### src/logic/fwp_pkg.sv
// constants, types and behaviour list of the flash write-protect and soft-reset block
// Behaviour
// (RQ1) write-disable opcode, then chip select release, clears the write enable latch.
// (RQ2) with the latch clear, program, erase and status-write requests are refused.
// (RQ3) write-disable takes no address; bits after the opcode byte are discarded.
// (RQ4) release off a byte boundary aborts write-disable; the latch stays unchanged.
// (RQ5) complement plus five protect bits are non-volatile, changed by status write only.
// (RQ6) complement clear: size, end and fine bits select none, fractions or all.
// (RQ7) complement set protects exactly the part left open by the same code.
// (RQ8) erase or program touching any protected address is ignored.
// (RQ9) write-protect pin never changes which regions are protected.
// (RQ10) write-protect pin low rejects every change of the protection bits.
// (RQ11) software reset only on reset-enable immediately followed by reset.
// (RQ12) any other command after reset-enable leaves the armed state.
// (RQ13) accepted reset clears latch, suspend flags, read mode and wrap bits.
// (RQ14) reset takes about thirty microseconds; no commands accepted meanwhile.
// (RQ15) host should check busy and suspend flags clear before resetting.
// (RQ16) write-enable opcode, then release on a byte boundary, sets the latch.
// (RQ17) bits sampled msb first on rising serial clock while chip select low.
package fwp_pkg;
    // ********************************
    // opcodes and sizes
    // ********************************
    localparam logic [7:0] OP_WRITE_ENABLE = 8'h06;
    localparam logic [7:0] OP_WRITE_DISABLE = 8'h04;
    localparam logic [7:0] OP_RESET_ENABLE = 8'h66;
    localparam logic [7:0] OP_RESET = 8'h99;
    localparam int ADDR_W = 19;
    localparam logic [2:0] BIT_LAST = 3'h7;
    localparam logic [3:0] SHIFT_COARSE_BASE = 4'h4;
    localparam logic [3:0] SHIFT_FINE_BASE = 4'h8;
    localparam logic [3:0] SHIFT_SIXTEENTH = 4'h4;
    // ********************************
    // timing
    // ********************************
    localparam int CLK_PERIOD_PS = 5000;
    localparam int RESET_TIME_US = 30;
    localparam int RESET_CYCLES = (RESET_TIME_US * 1000000 + CLK_PERIOD_PS - 1) / CLK_PERIOD_PS;
    // ********************************
    // types
    // ********************************
    typedef struct packed {
        logic protect_complement;
        logic protect_fine_select;
        logic protect_bottom_select;
        logic protect_size_bit2;
        logic protect_size_bit1;
        logic protect_size_bit0;
    } fwp_protect_s;
    typedef struct packed {
        logic [ADDR_W-1:0] first;
        logic [ADDR_W-1:0] last;
    } fwp_region_s;
    typedef struct packed {
        logic [7:0] continuous_read_mode_bits;
        logic [2:0] wrap_length_bits;
        logic erase_suspended_flag;
        logic program_suspended_flag;
    } fwp_volatile_s;
    typedef enum logic [1:0] {
        RST_IDLE,
        RST_ARMED,
        RST_BUSY
    } fwp_reset_e;
    localparam fwp_protect_s PROTECT_RESET = 6'h00;
    localparam fwp_volatile_s VOLATILE_RESET = 13'h0000;
endpackage

### src/logic/fwp_core.sv
// serial command decoder, write enable latch, protection bits and software reset
`timescale 1ns/10ps
module fwp_core #(
    parameter int ADDR_W = fwp_pkg::ADDR_W,
    parameter int RESET_CYCLES = fwp_pkg::RESET_CYCLES
) (
    // clock and reset
    input wire logic clk_sys,
    input wire logic reset,
    // serial pins
    input wire logic spi_sck,
    input wire logic spi_cs_n,
    input wire logic spi_mosi,
    input wire logic wp_n,
    // status write requests
    input wire logic sr_write_req,
    input fwp_pkg::fwp_protect_s sr_write_bits,
    output logic sr_write_done,
    output logic sr_write_refused,
    // program and erase requests
    input wire logic array_req,
    input fwp_pkg::fwp_region_s array_region,
    output logic array_grant,
    output logic array_refused,
    // volatile state load
    input wire logic volatile_load,
    input fwp_pkg::fwp_volatile_s volatile_value,
    // status
    output logic write_enable_latch,
    output fwp_pkg::fwp_protect_s protect_bits,
    output fwp_pkg::fwp_volatile_s volatile_state,
    output logic reset_enabled,
    output logic reset_busy,
    output logic soft_reset_pulse
);
    localparam int CNT_W = $clog2(RESET_CYCLES + 1);

    // ********************************
    // pin synchronisers
    // ********************************
    logic [3:0] pin_s1;
    logic [3:0] pin_s2;
    logic sck_q;
    logic cs_q;
    always_ff @(posedge clk_sys or posedge reset)
    begin
        if (reset)
        begin
            // idle pin levels: write-protect high, select high, serial clock low
            pin_s1 <= 4'hA;
            pin_s2 <= 4'hA;
            sck_q <= 1'b0;
            cs_q <= 1'b1;
        end
        else
        begin
            pin_s1 <= {wp_n, spi_mosi, spi_cs_n, spi_sck};
            pin_s2 <= pin_s1;
            sck_q <= pin_s2[0];
            cs_q <= pin_s2[1];
        end
    end
    logic sck_s;
    logic cs_s;
    logic mosi_s;
    logic wp_s;
    assign sck_s = pin_s2[0];
    assign cs_s = pin_s2[1];
    assign mosi_s = pin_s2[2];
    assign wp_s = pin_s2[3];
    logic sck_rise;
    logic cs_rise;
    assign sck_rise = !cs_s && sck_s && !sck_q; // RQ17
    assign cs_rise = cs_s && !cs_q;

    // ********************************
    // opcode shifter
    // ********************************
    logic [7:0] shifter;
    logic [7:0] opcode;
    logic [2:0] bit_cnt;
    logic opcode_done;
    logic [7:0] next_shifter;
    logic [7:0] next_opcode;
    logic [2:0] next_bit_cnt;
    logic next_opcode_done;
    always_comb
    begin
        next_shifter = shifter;
        next_opcode = opcode;
        next_bit_cnt = bit_cnt;
        next_opcode_done = opcode_done;
        if (cs_rise)
        begin
            next_bit_cnt = 3'h0;
            next_opcode_done = 1'b0;
        end
        else if (sck_rise)
        begin
            next_shifter = {shifter[6:0], mosi_s}; // RQ17
            next_bit_cnt = bit_cnt + 3'h1;
            // only the first byte is kept; later bits just keep the count going
            if (bit_cnt == fwp_pkg::BIT_LAST && !opcode_done)
            begin
                next_opcode = {shifter[6:0], mosi_s}; // RQ3
                next_opcode_done = 1'b1;
            end
        end
    end
    always_ff @(posedge clk_sys or posedge reset)
    begin
        if (reset)
        begin
            shifter <= 8'h00;
            opcode <= 8'h00;
            bit_cnt <= 3'h0;
            opcode_done <= 1'b0;
        end
        else
        begin
            shifter <= next_shifter;
            opcode <= next_opcode;
            bit_cnt <= next_bit_cnt;
            opcode_done <= next_opcode_done;
        end
    end
    logic frame_ok;
    assign frame_ok = cs_rise && opcode_done && bit_cnt == 3'h0 && !reset_busy; // RQ4 RQ14

    // ********************************
    // reset sequence
    // ********************************
    fwp_pkg::fwp_reset_e rst_state;
    fwp_pkg::fwp_reset_e next_rst_state;
    logic [CNT_W-1:0] rst_cnt;
    logic [CNT_W-1:0] next_rst_cnt;
    logic next_soft_reset;
    always_comb
    begin
        next_rst_state = rst_state;
        next_rst_cnt = rst_cnt;
        next_soft_reset = 1'b0;
        case (rst_state)
            fwp_pkg::RST_IDLE:
            begin
                if (frame_ok && opcode == fwp_pkg::OP_RESET_ENABLE)
                    next_rst_state = fwp_pkg::RST_ARMED; // RQ11
            end
            fwp_pkg::RST_ARMED:
            begin
                if (frame_ok && opcode == fwp_pkg::OP_RESET)
                begin
                    next_rst_state = fwp_pkg::RST_BUSY; // RQ11
                    next_rst_cnt = CNT_W'(RESET_CYCLES - 1); // RQ14
                    next_soft_reset = 1'b1; // RQ13
                end
                else if (frame_ok && opcode != fwp_pkg::OP_RESET_ENABLE)
                    next_rst_state = fwp_pkg::RST_IDLE; // RQ12
            end
            fwp_pkg::RST_BUSY:
            begin
                if (rst_cnt == '0)
                    next_rst_state = fwp_pkg::RST_IDLE;
                else
                    next_rst_cnt = rst_cnt - 1'b1; // RQ14
            end
            default:
                next_rst_state = fwp_pkg::RST_IDLE;
        endcase
    end
    always_ff @(posedge clk_sys or posedge reset)
    begin
        if (reset)
        begin
            rst_state <= fwp_pkg::RST_IDLE;
            rst_cnt <= '0;
            soft_reset_pulse <= 1'b0;
        end
        else
        begin
            rst_state <= next_rst_state;
            rst_cnt <= next_rst_cnt;
            soft_reset_pulse <= next_soft_reset;
        end
    end
    assign reset_enabled = rst_state == fwp_pkg::RST_ARMED;
    assign reset_busy = rst_state == fwp_pkg::RST_BUSY;

    // ********************************
    // protection map
    // ********************************
    logic prot_hit;
    fwp_protect_map #(
        .ADDR_W(ADDR_W)
    ) fwp_protect_map_inst (
        .bits(protect_bits),
        .req_first(array_region.first),
        .req_last(array_region.last),
        .any(),
        .lo(),
        .hi(),
        .hit(prot_hit)
    );

    // ********************************
    // latch, protection bits and volatile state
    // ********************************
    logic next_wel;
    fwp_pkg::fwp_protect_s next_protect;
    fwp_pkg::fwp_volatile_s next_volatile;
    logic next_sr_done;
    logic next_sr_refused;
    logic next_grant;
    logic next_refused;
    always_comb
    begin
        next_wel = write_enable_latch;
        next_protect = protect_bits;
        next_volatile = volatile_state;
        next_sr_done = 1'b0;
        next_sr_refused = 1'b0;
        next_grant = 1'b0;
        next_refused = 1'b0;
        if (frame_ok && opcode == fwp_pkg::OP_WRITE_ENABLE)
            next_wel = 1'b1; // RQ16
        if (frame_ok && opcode == fwp_pkg::OP_WRITE_DISABLE)
            next_wel = 1'b0; // RQ1
        if (volatile_load && !reset_busy)
            next_volatile = volatile_value;
        // the pin only gates updates; the map decode never reads it
        if (sr_write_req)
        begin
            if (write_enable_latch && wp_s && !reset_busy) // RQ2 RQ9 RQ10
            begin
                next_protect = sr_write_bits; // RQ5
                next_sr_done = 1'b1;
            end
            else
                next_sr_refused = 1'b1;
        end
        if (array_req)
        begin
            if (write_enable_latch && !prot_hit && !reset_busy) // RQ2 RQ8
                next_grant = 1'b1;
            else
                next_refused = 1'b1;
        end
        // reset wins over latch and volatile-state updates in the same cycle; status writes and grants still go through
        if (next_soft_reset)
        begin
            next_wel = 1'b0; // RQ13
            next_volatile = fwp_pkg::VOLATILE_RESET; // RQ13
        end
    end
    always_ff @(posedge clk_sys or posedge reset)
    begin
        if (reset)
        begin
            write_enable_latch <= 1'b0;
            protect_bits <= fwp_pkg::PROTECT_RESET;
            volatile_state <= fwp_pkg::VOLATILE_RESET;
            sr_write_done <= 1'b0;
            sr_write_refused <= 1'b0;
            array_grant <= 1'b0;
            array_refused <= 1'b0;
        end
        else
        begin
            write_enable_latch <= next_wel;
            protect_bits <= next_protect;
            volatile_state <= next_volatile;
            sr_write_done <= next_sr_done;
            sr_write_refused <= next_sr_refused;
            array_grant <= next_grant;
            array_refused <= next_refused;
        end
    end

    // ********************************
    // assertions
    // ********************************
    a_wrdi_clears: assert property (@(posedge clk_sys) disable iff (reset) // RQ1
        frame_ok && opcode == fwp_pkg::OP_WRITE_DISABLE |=> !write_enable_latch)
        else $error("write disable did not clear latch");
    a_wren_sets: assert property (@(posedge clk_sys) disable iff (reset) // RQ16
        frame_ok && opcode == fwp_pkg::OP_WRITE_ENABLE |=> write_enable_latch)
        else $error("write enable did not set latch");
    a_latch_gates: assert property (@(posedge clk_sys) disable iff (reset) // RQ2
        array_req && !write_enable_latch |=> array_refused && !array_grant)
        else $error("array request granted with latch clear");
    a_odd_abort: assert property (@(posedge clk_sys) disable iff (reset) // RQ4
        cs_rise && bit_cnt != 3'h0 && !soft_reset_pulse
        |=> write_enable_latch == $past(write_enable_latch))
        else $error("latch changed on aborted frame");
    a_protect_hit: assert property (@(posedge clk_sys) disable iff (reset) // RQ8
        array_req && prot_hit |=> !array_grant)
        else $error("protected region granted");
    a_wp_locks: assert property (@(posedge clk_sys) disable iff (reset) // RQ10
        !wp_s |=> protect_bits == $past(protect_bits))
        else $error("protection bits changed with pin low");
    a_reset_pair: assert property (@(posedge clk_sys) disable iff (reset) // RQ11
        $rose(reset_busy) |-> $past(rst_state) == fwp_pkg::RST_ARMED && soft_reset_pulse)
        else $error("reset without enable");
    a_disarm: assert property (@(posedge clk_sys) disable iff (reset) // RQ12
        reset_enabled && frame_ok && opcode != fwp_pkg::OP_RESET
        && opcode != fwp_pkg::OP_RESET_ENABLE |=> rst_state == fwp_pkg::RST_IDLE)
        else $error("armed state kept after other command");
    a_reset_clears: assert property (@(posedge clk_sys) disable iff (reset) // RQ13
        soft_reset_pulse |-> !write_enable_latch && volatile_state == fwp_pkg::VOLATILE_RESET)
        else $error("reset left volatile state");
    a_busy_length: assert property (@(posedge clk_sys) disable iff (reset) // RQ14
        $rose(reset_busy) |-> rst_cnt == CNT_W'(RESET_CYCLES - 1))
        else $error("reset time wrong");
    c_wrdi: cover property (@(posedge clk_sys) disable iff (reset)
        frame_ok && opcode == fwp_pkg::OP_WRITE_DISABLE && write_enable_latch);
    c_reset: cover property (@(posedge clk_sys) disable iff (reset) soft_reset_pulse);
    c_hit: cover property (@(posedge clk_sys) disable iff (reset) array_req && prot_hit);
    c_sr_ok: cover property (@(posedge clk_sys) disable iff (reset) sr_write_done);
endmodule

### src/logic/fwp_protect_map.sv
// decoder from protection bits to the protected address segment, with overlap check
`timescale 1ns/10ps
module fwp_protect_map #(
    parameter int ADDR_W = fwp_pkg::ADDR_W
) (
    // protection setting
    input fwp_pkg::fwp_protect_s bits,
    // requested region
    input logic [ADDR_W-1:0] req_first,
    input logic [ADDR_W-1:0] req_last,
    // protected segment and overlap
    output logic any,
    output logic [ADDR_W-1:0] lo,
    output logic [ADDR_W-1:0] hi,
    output logic hit
);
    localparam logic [ADDR_W:0] MEM = {1'b1, {ADDR_W{1'b0}}};
    always_comb
    begin
        logic [3:0] shift;
        logic [3:0] code;
        logic none;
        logic all;
        logic bottom;
        logic [ADDR_W:0] len;
        logic [ADDR_W:0] seg;
        code = {2'b00, bits.protect_size_bit1, bits.protect_size_bit0};
        none = !bits.protect_size_bit2 && code == 4'h0;
        all = 1'b0;
        shift = 4'h0;
        if (!none)
        begin
            if (bits.protect_size_bit2)
            begin
                if (!bits.protect_fine_select || code == 4'h3)
                    all = 1'b1; // RQ6
                else
                    shift = fwp_pkg::SHIFT_SIXTEENTH; // RQ6
            end
            else if (bits.protect_fine_select)
                shift = fwp_pkg::SHIFT_FINE_BASE - code; // RQ6
            else
                shift = fwp_pkg::SHIFT_COARSE_BASE - code; // RQ6
        end
        len = none ? '0 : (all ? MEM : (MEM >> shift));
        // complement protects the other end, so the segment stays contiguous
        seg = bits.protect_complement ? MEM - len : len; // RQ7
        bottom = bits.protect_complement ^ bits.protect_bottom_select; // RQ7
        any = seg != '0;
        lo = bottom ? '0 : ADDR_W'(MEM - seg);
        hi = bottom ? ADDR_W'(seg - 1'b1) : ADDR_W'(MEM - 1'b1);
        hit = any && req_first <= hi && req_last >= lo; // RQ8
    end
endmodule

### config.mk
export PLATFORM = sky130hd
export DESIGN_NAME = fwp_core
export DESIGN_NICKNAME = d
export VERILOG_FILES = /design/src/logic/fwp_pkg.sv /design/src/logic/fwp_core.sv /design/src/logic/fwp_protect_map.sv
export SDC_FILE = /design/constraint.sdc
export NUM_CORES = 1
export LEC_CHECK = 0
export BUFFER_PORTS_ARGS = -buffer_cell sky130_fd_sc_hd__buf_2
export CAP_MARGIN = 20
export CORE_ASPECT_RATIO = 1.2
export CORE_MARGIN = 10
export CORE_UTILIZATION = 55
export CTS_BUF_LIST = sky130_fd_sc_hd__clkbuf_16
export CTS_CLUSTER_SIZE = 28
export DETAILED_ROUTE_END_ITERATION = 8
export HOLD_SLACK_MARGIN = 0.03
export PLACE_DENSITY = 0.89
export SETUP_SLACK_MARGIN = 0.5
export SYNTH_ARGS = -nofsm -noshare
export SYNTH_HDL_FRONTEND = slang
export SYNTH_SLANG_ARGS = --single-unit
export TNS_END_PERCENT = 100
### constraint.sdc
create_clock -name clk_sys -period 7.12 [get_ports clk_sys]
set_clock_uncertainty 0.2 [all_clocks]
set_input_delay 0 -clock clk_sys [delete_from_list [all_inputs] [get_ports clk_sys]]
set_output_delay 0 -clock clk_sys [all_outputs]
set_load 0.005 [all_outputs]
==> metrics <==
CTS tree=done; Filler cells=607; Synth cell types=68; Core Box Area=8200 sq um; Routed Antenna Nets=0; status=finished clean; Clk Latency, worst-skew pair=0.34 ns; DR iter-0 viols=253; CP peak stage delay=0.55 ns; synthesis-to-layout area growth=22.8%; Port Buf Inserts=92; largest net degree at the start of global routing=70; initial antenna violation count=1; final std cells w/o fill=738; TritonRoute pass-1 iters=5; worst setup path start=protect_bits[0]$_DFFE_PP0P_; worst-path fanout max=12; ys flop type=dfrtp_1; Synth top cells by count=76 x nand2_1, 64 x dfrtp_1, 42 x ha_1; number of H-tree levels=3; Post-Synth XOR/XNOR Area=0.0371; Yosys top cell by area=dfrtp_1; CP Class=flop to flop; setup slack after layout=0.902 ns; fin crit share=0.873; Max Transition Viols Final=0; complex-gate fraction of the synthesized area=0.147; dpl cells=694; dpl ws=1.32 ns; Seq/Total Area, Yosys=0.370; met3 WL=509 um; layout cells sized above 1=0.246; #FFs+latches synth=69; Final setup viols=0; post-synthesis mux area share=0.0619; setup tns final=0 ns; routability cong.=0.934; crit end category=flop; Worst slew margin=0.386; DP HPWL=9.57 mm; CP Cell Sequence=inv_1, ha_1, ha_2, nand2_1, nor2_1, nand2_1, ha_1, and4bb_1, a211oi_2, mux2i_4, nor3b_4, nand4_1, xor2_1, and2b_1, ha_1, a21oi_1, nor2b_1, o21ai_0, nand2_1, o41ai_1, o311ai_2, nor2_1, dlygate4sd3_1; Die X=104 um; Vias=4345; fin crit period=6.22 ns; adder-cell area share of the yosys netlist=0.112; main combinational cell family by area after synthesis=simple AND/OR/NAND/NOR gates; row count=36; DRT met1 WL=4.74 mm; Cells after Synth=506; RSZ-0062 raised after global routing=no; Hold Path Class=input port to flop; DRC=0; Setup crit start kind=flop; hold path start=array_region[37]; Net count, final=726; Root Buffer=clkbuf_16; Worst Path Required=7.18 ns; Routed WL=13.4 mm; starting density of the core=0.572; Pwr Total=0.000938 W; synthesized area=4690 sq um; syn avg cell area=9.26 sq um; routed len/inst=18.1 um; Final Hold Fails=0; CP max stage cell=dlygate4sd3_1; reg2reg start=protect_bits[0]$_DFFE_PP0P_; Crit path arrival time=6.28 ns; highest routed layer=met4; EDFF count, synth=0; Die H=121 um; Max Cap Viol=0; first-pass GRT wire length=22.1 mm; full die area=12600 sq um; fmax=161 MHz; register area=1730 sq um; Synth Area in Simple Gates=0.236; Mapped Nets=614; CTS clk-pin slew, worst paths=0.06 ns; most numerous cell in the Yosys netlist=nand2_1; power per cell area=163 nW/um^2; yosys warns=0; postcts setup bufs=0; CTS buffer count=9; Async SR Flop Fraction=1.00; # IOs=93; gr ovfl total=0; Max IR drop VDD=0.000172 V; top cells by area, synth=dfrtp_1 34%, ha_1 11%, nand2_1 6.1%; # clock sinks=69; vias in the first global route=4529; leakage power=2.80 nW; worst hold slack=0.0573 ns; vias per cell=5.89; slew at the pin with the worst max-slew slack=0.920 ns; Multi-input gate area=2800 sq um; Tot GR Track Use=0.213; CTS Buffer Depth=2; top-area cell type share of the netlist area=0.342; met2 WL post-DR=7.48 mm
==> repair_timing <==
| action | in CTS | in global routing |
|---|---|---|
| hold buffers | 27 | 0 |
| resized for setup | 0 | 1 |
| endpoints found under the hold margin | 91 | 0 |
| setup endpoints to repair | 0 | 1 |
==> cell usage in the layout (no fill, tap or decap), types with 4 or more instances in the layout <==
| cell | synthesis | routed |
|---|---|---|
| mux2_2 | 22 | 22 |
| nor2_1 | 35 | 35 |
| a31oi_1 | 7 | 7 |
| nand2_1 | 76 | 76 |
| a21o_1 | 7 | 7 |
| xnor2_1 | 6 | 5 |
| nand4_1 | 9 | 9 |
| a21oi_1 | 29 | 29 |
| dfrtp_1 | 64 | 64 |
| buf_2 | 6 | 92 |
| a211oi_1 | 4 | 4 |
| inv_1 | 14 | 14 |
| ha_1 | 42 | 41 |
| dfstp_2 | 5 | 5 |
| a211o_1 | 4 | 4 |
| nand2b_1 | 9 | 9 |
| xor2_1 | 12 | 12 |
| nor2b_1 | 17 | 17 |
| buf_4 | 1 | 4 |
| o211ai_1 | 4 | 4 |
| nand3_1 | 16 | 16 |
| clkbuf_16 | 0 | 9 |
| dlygate4sd3_1 | 0 | 27 |
| o21ai_0 | 23 | 23 |
| and2b_1 | 4 | 4 |
| nor3_1 | 8 | 8 |
| o31ai_1 | 4 | 4 |
| and3_1 | 7 | 7 |
==> per-stage QoR <==
| stage | util | area, sq um |
|---|---|---|
| 4_1_cts | 0.701 | 5750 |
| 5_1_grt | 0.702 | 5760 |
| 3_3_place_gp | 0.636 | 5210 |
| 2_1_floorplan | - | 4690 |
| 6_report | 0.702 | 5760 |
| 3_5_place_dp | 0.636 | 5210 |
==> where the power goes <==
part / leakage (nW) / internal (W) / total (W) / switching [W]
clock network: 0.136 / 0.000233 / 0.000398 / 0.000165
registers: 0.895 / 0.000422 / 0.000440 / 0.0000188
logic: 1.77 / 0.0000539 / 0.0000991 / 0.0000452
total: 2.80 / 0.000709 / 0.000938 / 0.000229
==> per-layer routing <==
layer,vias up,GRT usage
met2,143,0.404
met3,47,0.0377
li1,2039,-
met4,0,0.132
met1,2116,0.211
met5,-,0
==> sequential cells by signal, indices dropped and copies added, names as in the netlist, 2 cells and up <==
signal and count:
pin_s2 4, bit_cnt 3, shifter 7, protect_bits 6, pin_s1 4, volatile_state 13
rst_cnt 13, opcode 8, rst_state 2
==> logic make-up (layout without fill, tap and decap cells) <==
family	Yosys count	in the layout
buf+inv	36	153
other cells	0	1
simple gates	210	210
xor+xnor	19	19
compound gates	105	105
fa+ha+maj	42	42
flops	69	69
mux	25	25
==> path summary, 6_finish.rpt <==
check | endpoint | slack (ns) | cells past startpoint
worst min-delay path | array_grant$_DFF_PP0_ | 0.06 | 5
worst max register to register | array_refused$_DFF_PP0_ | 0.90 | 23
worst max-delay path | array_refused$_DFF_PP0_ | 0.90 | 23
worst min register to register | pin_s2[0]$_DFF_PP0_ | 0.15 | 0
max in group asynchronous | volatile_state[4]$_DFFE_PP0P_ | 5.91 | 4
min in group asynchronous | volatile_state[5]$_DFFE_PP0P_ | 0.27 | 4
==> area by class of cell <==
class                      instances  area share
clock buffer                       9      0.0391
sequential                        69       0.301
timing repair buffer             123       0.132
antenna                            1    0.000435
inverter                          14     0.00913
tap                              114      0.0248
multi-input combinational        401       0.486
clock inverter                     7     0.00761
==> critical path: cells and delay by family (launching register included) <==
family,cells,cell delay [ns]
buffers and inverters,2,0.65
XOR/XNOR,1,0.20
AND/OR/NAND/NOR,10,1.65
adder cells (fa/ha/maj),4,1.53
flip-flops,1,0.39
multiplexers,1,0.34
AO/OA/AOI/OAI,5,1.19
(Power assumes the default switching activity.)
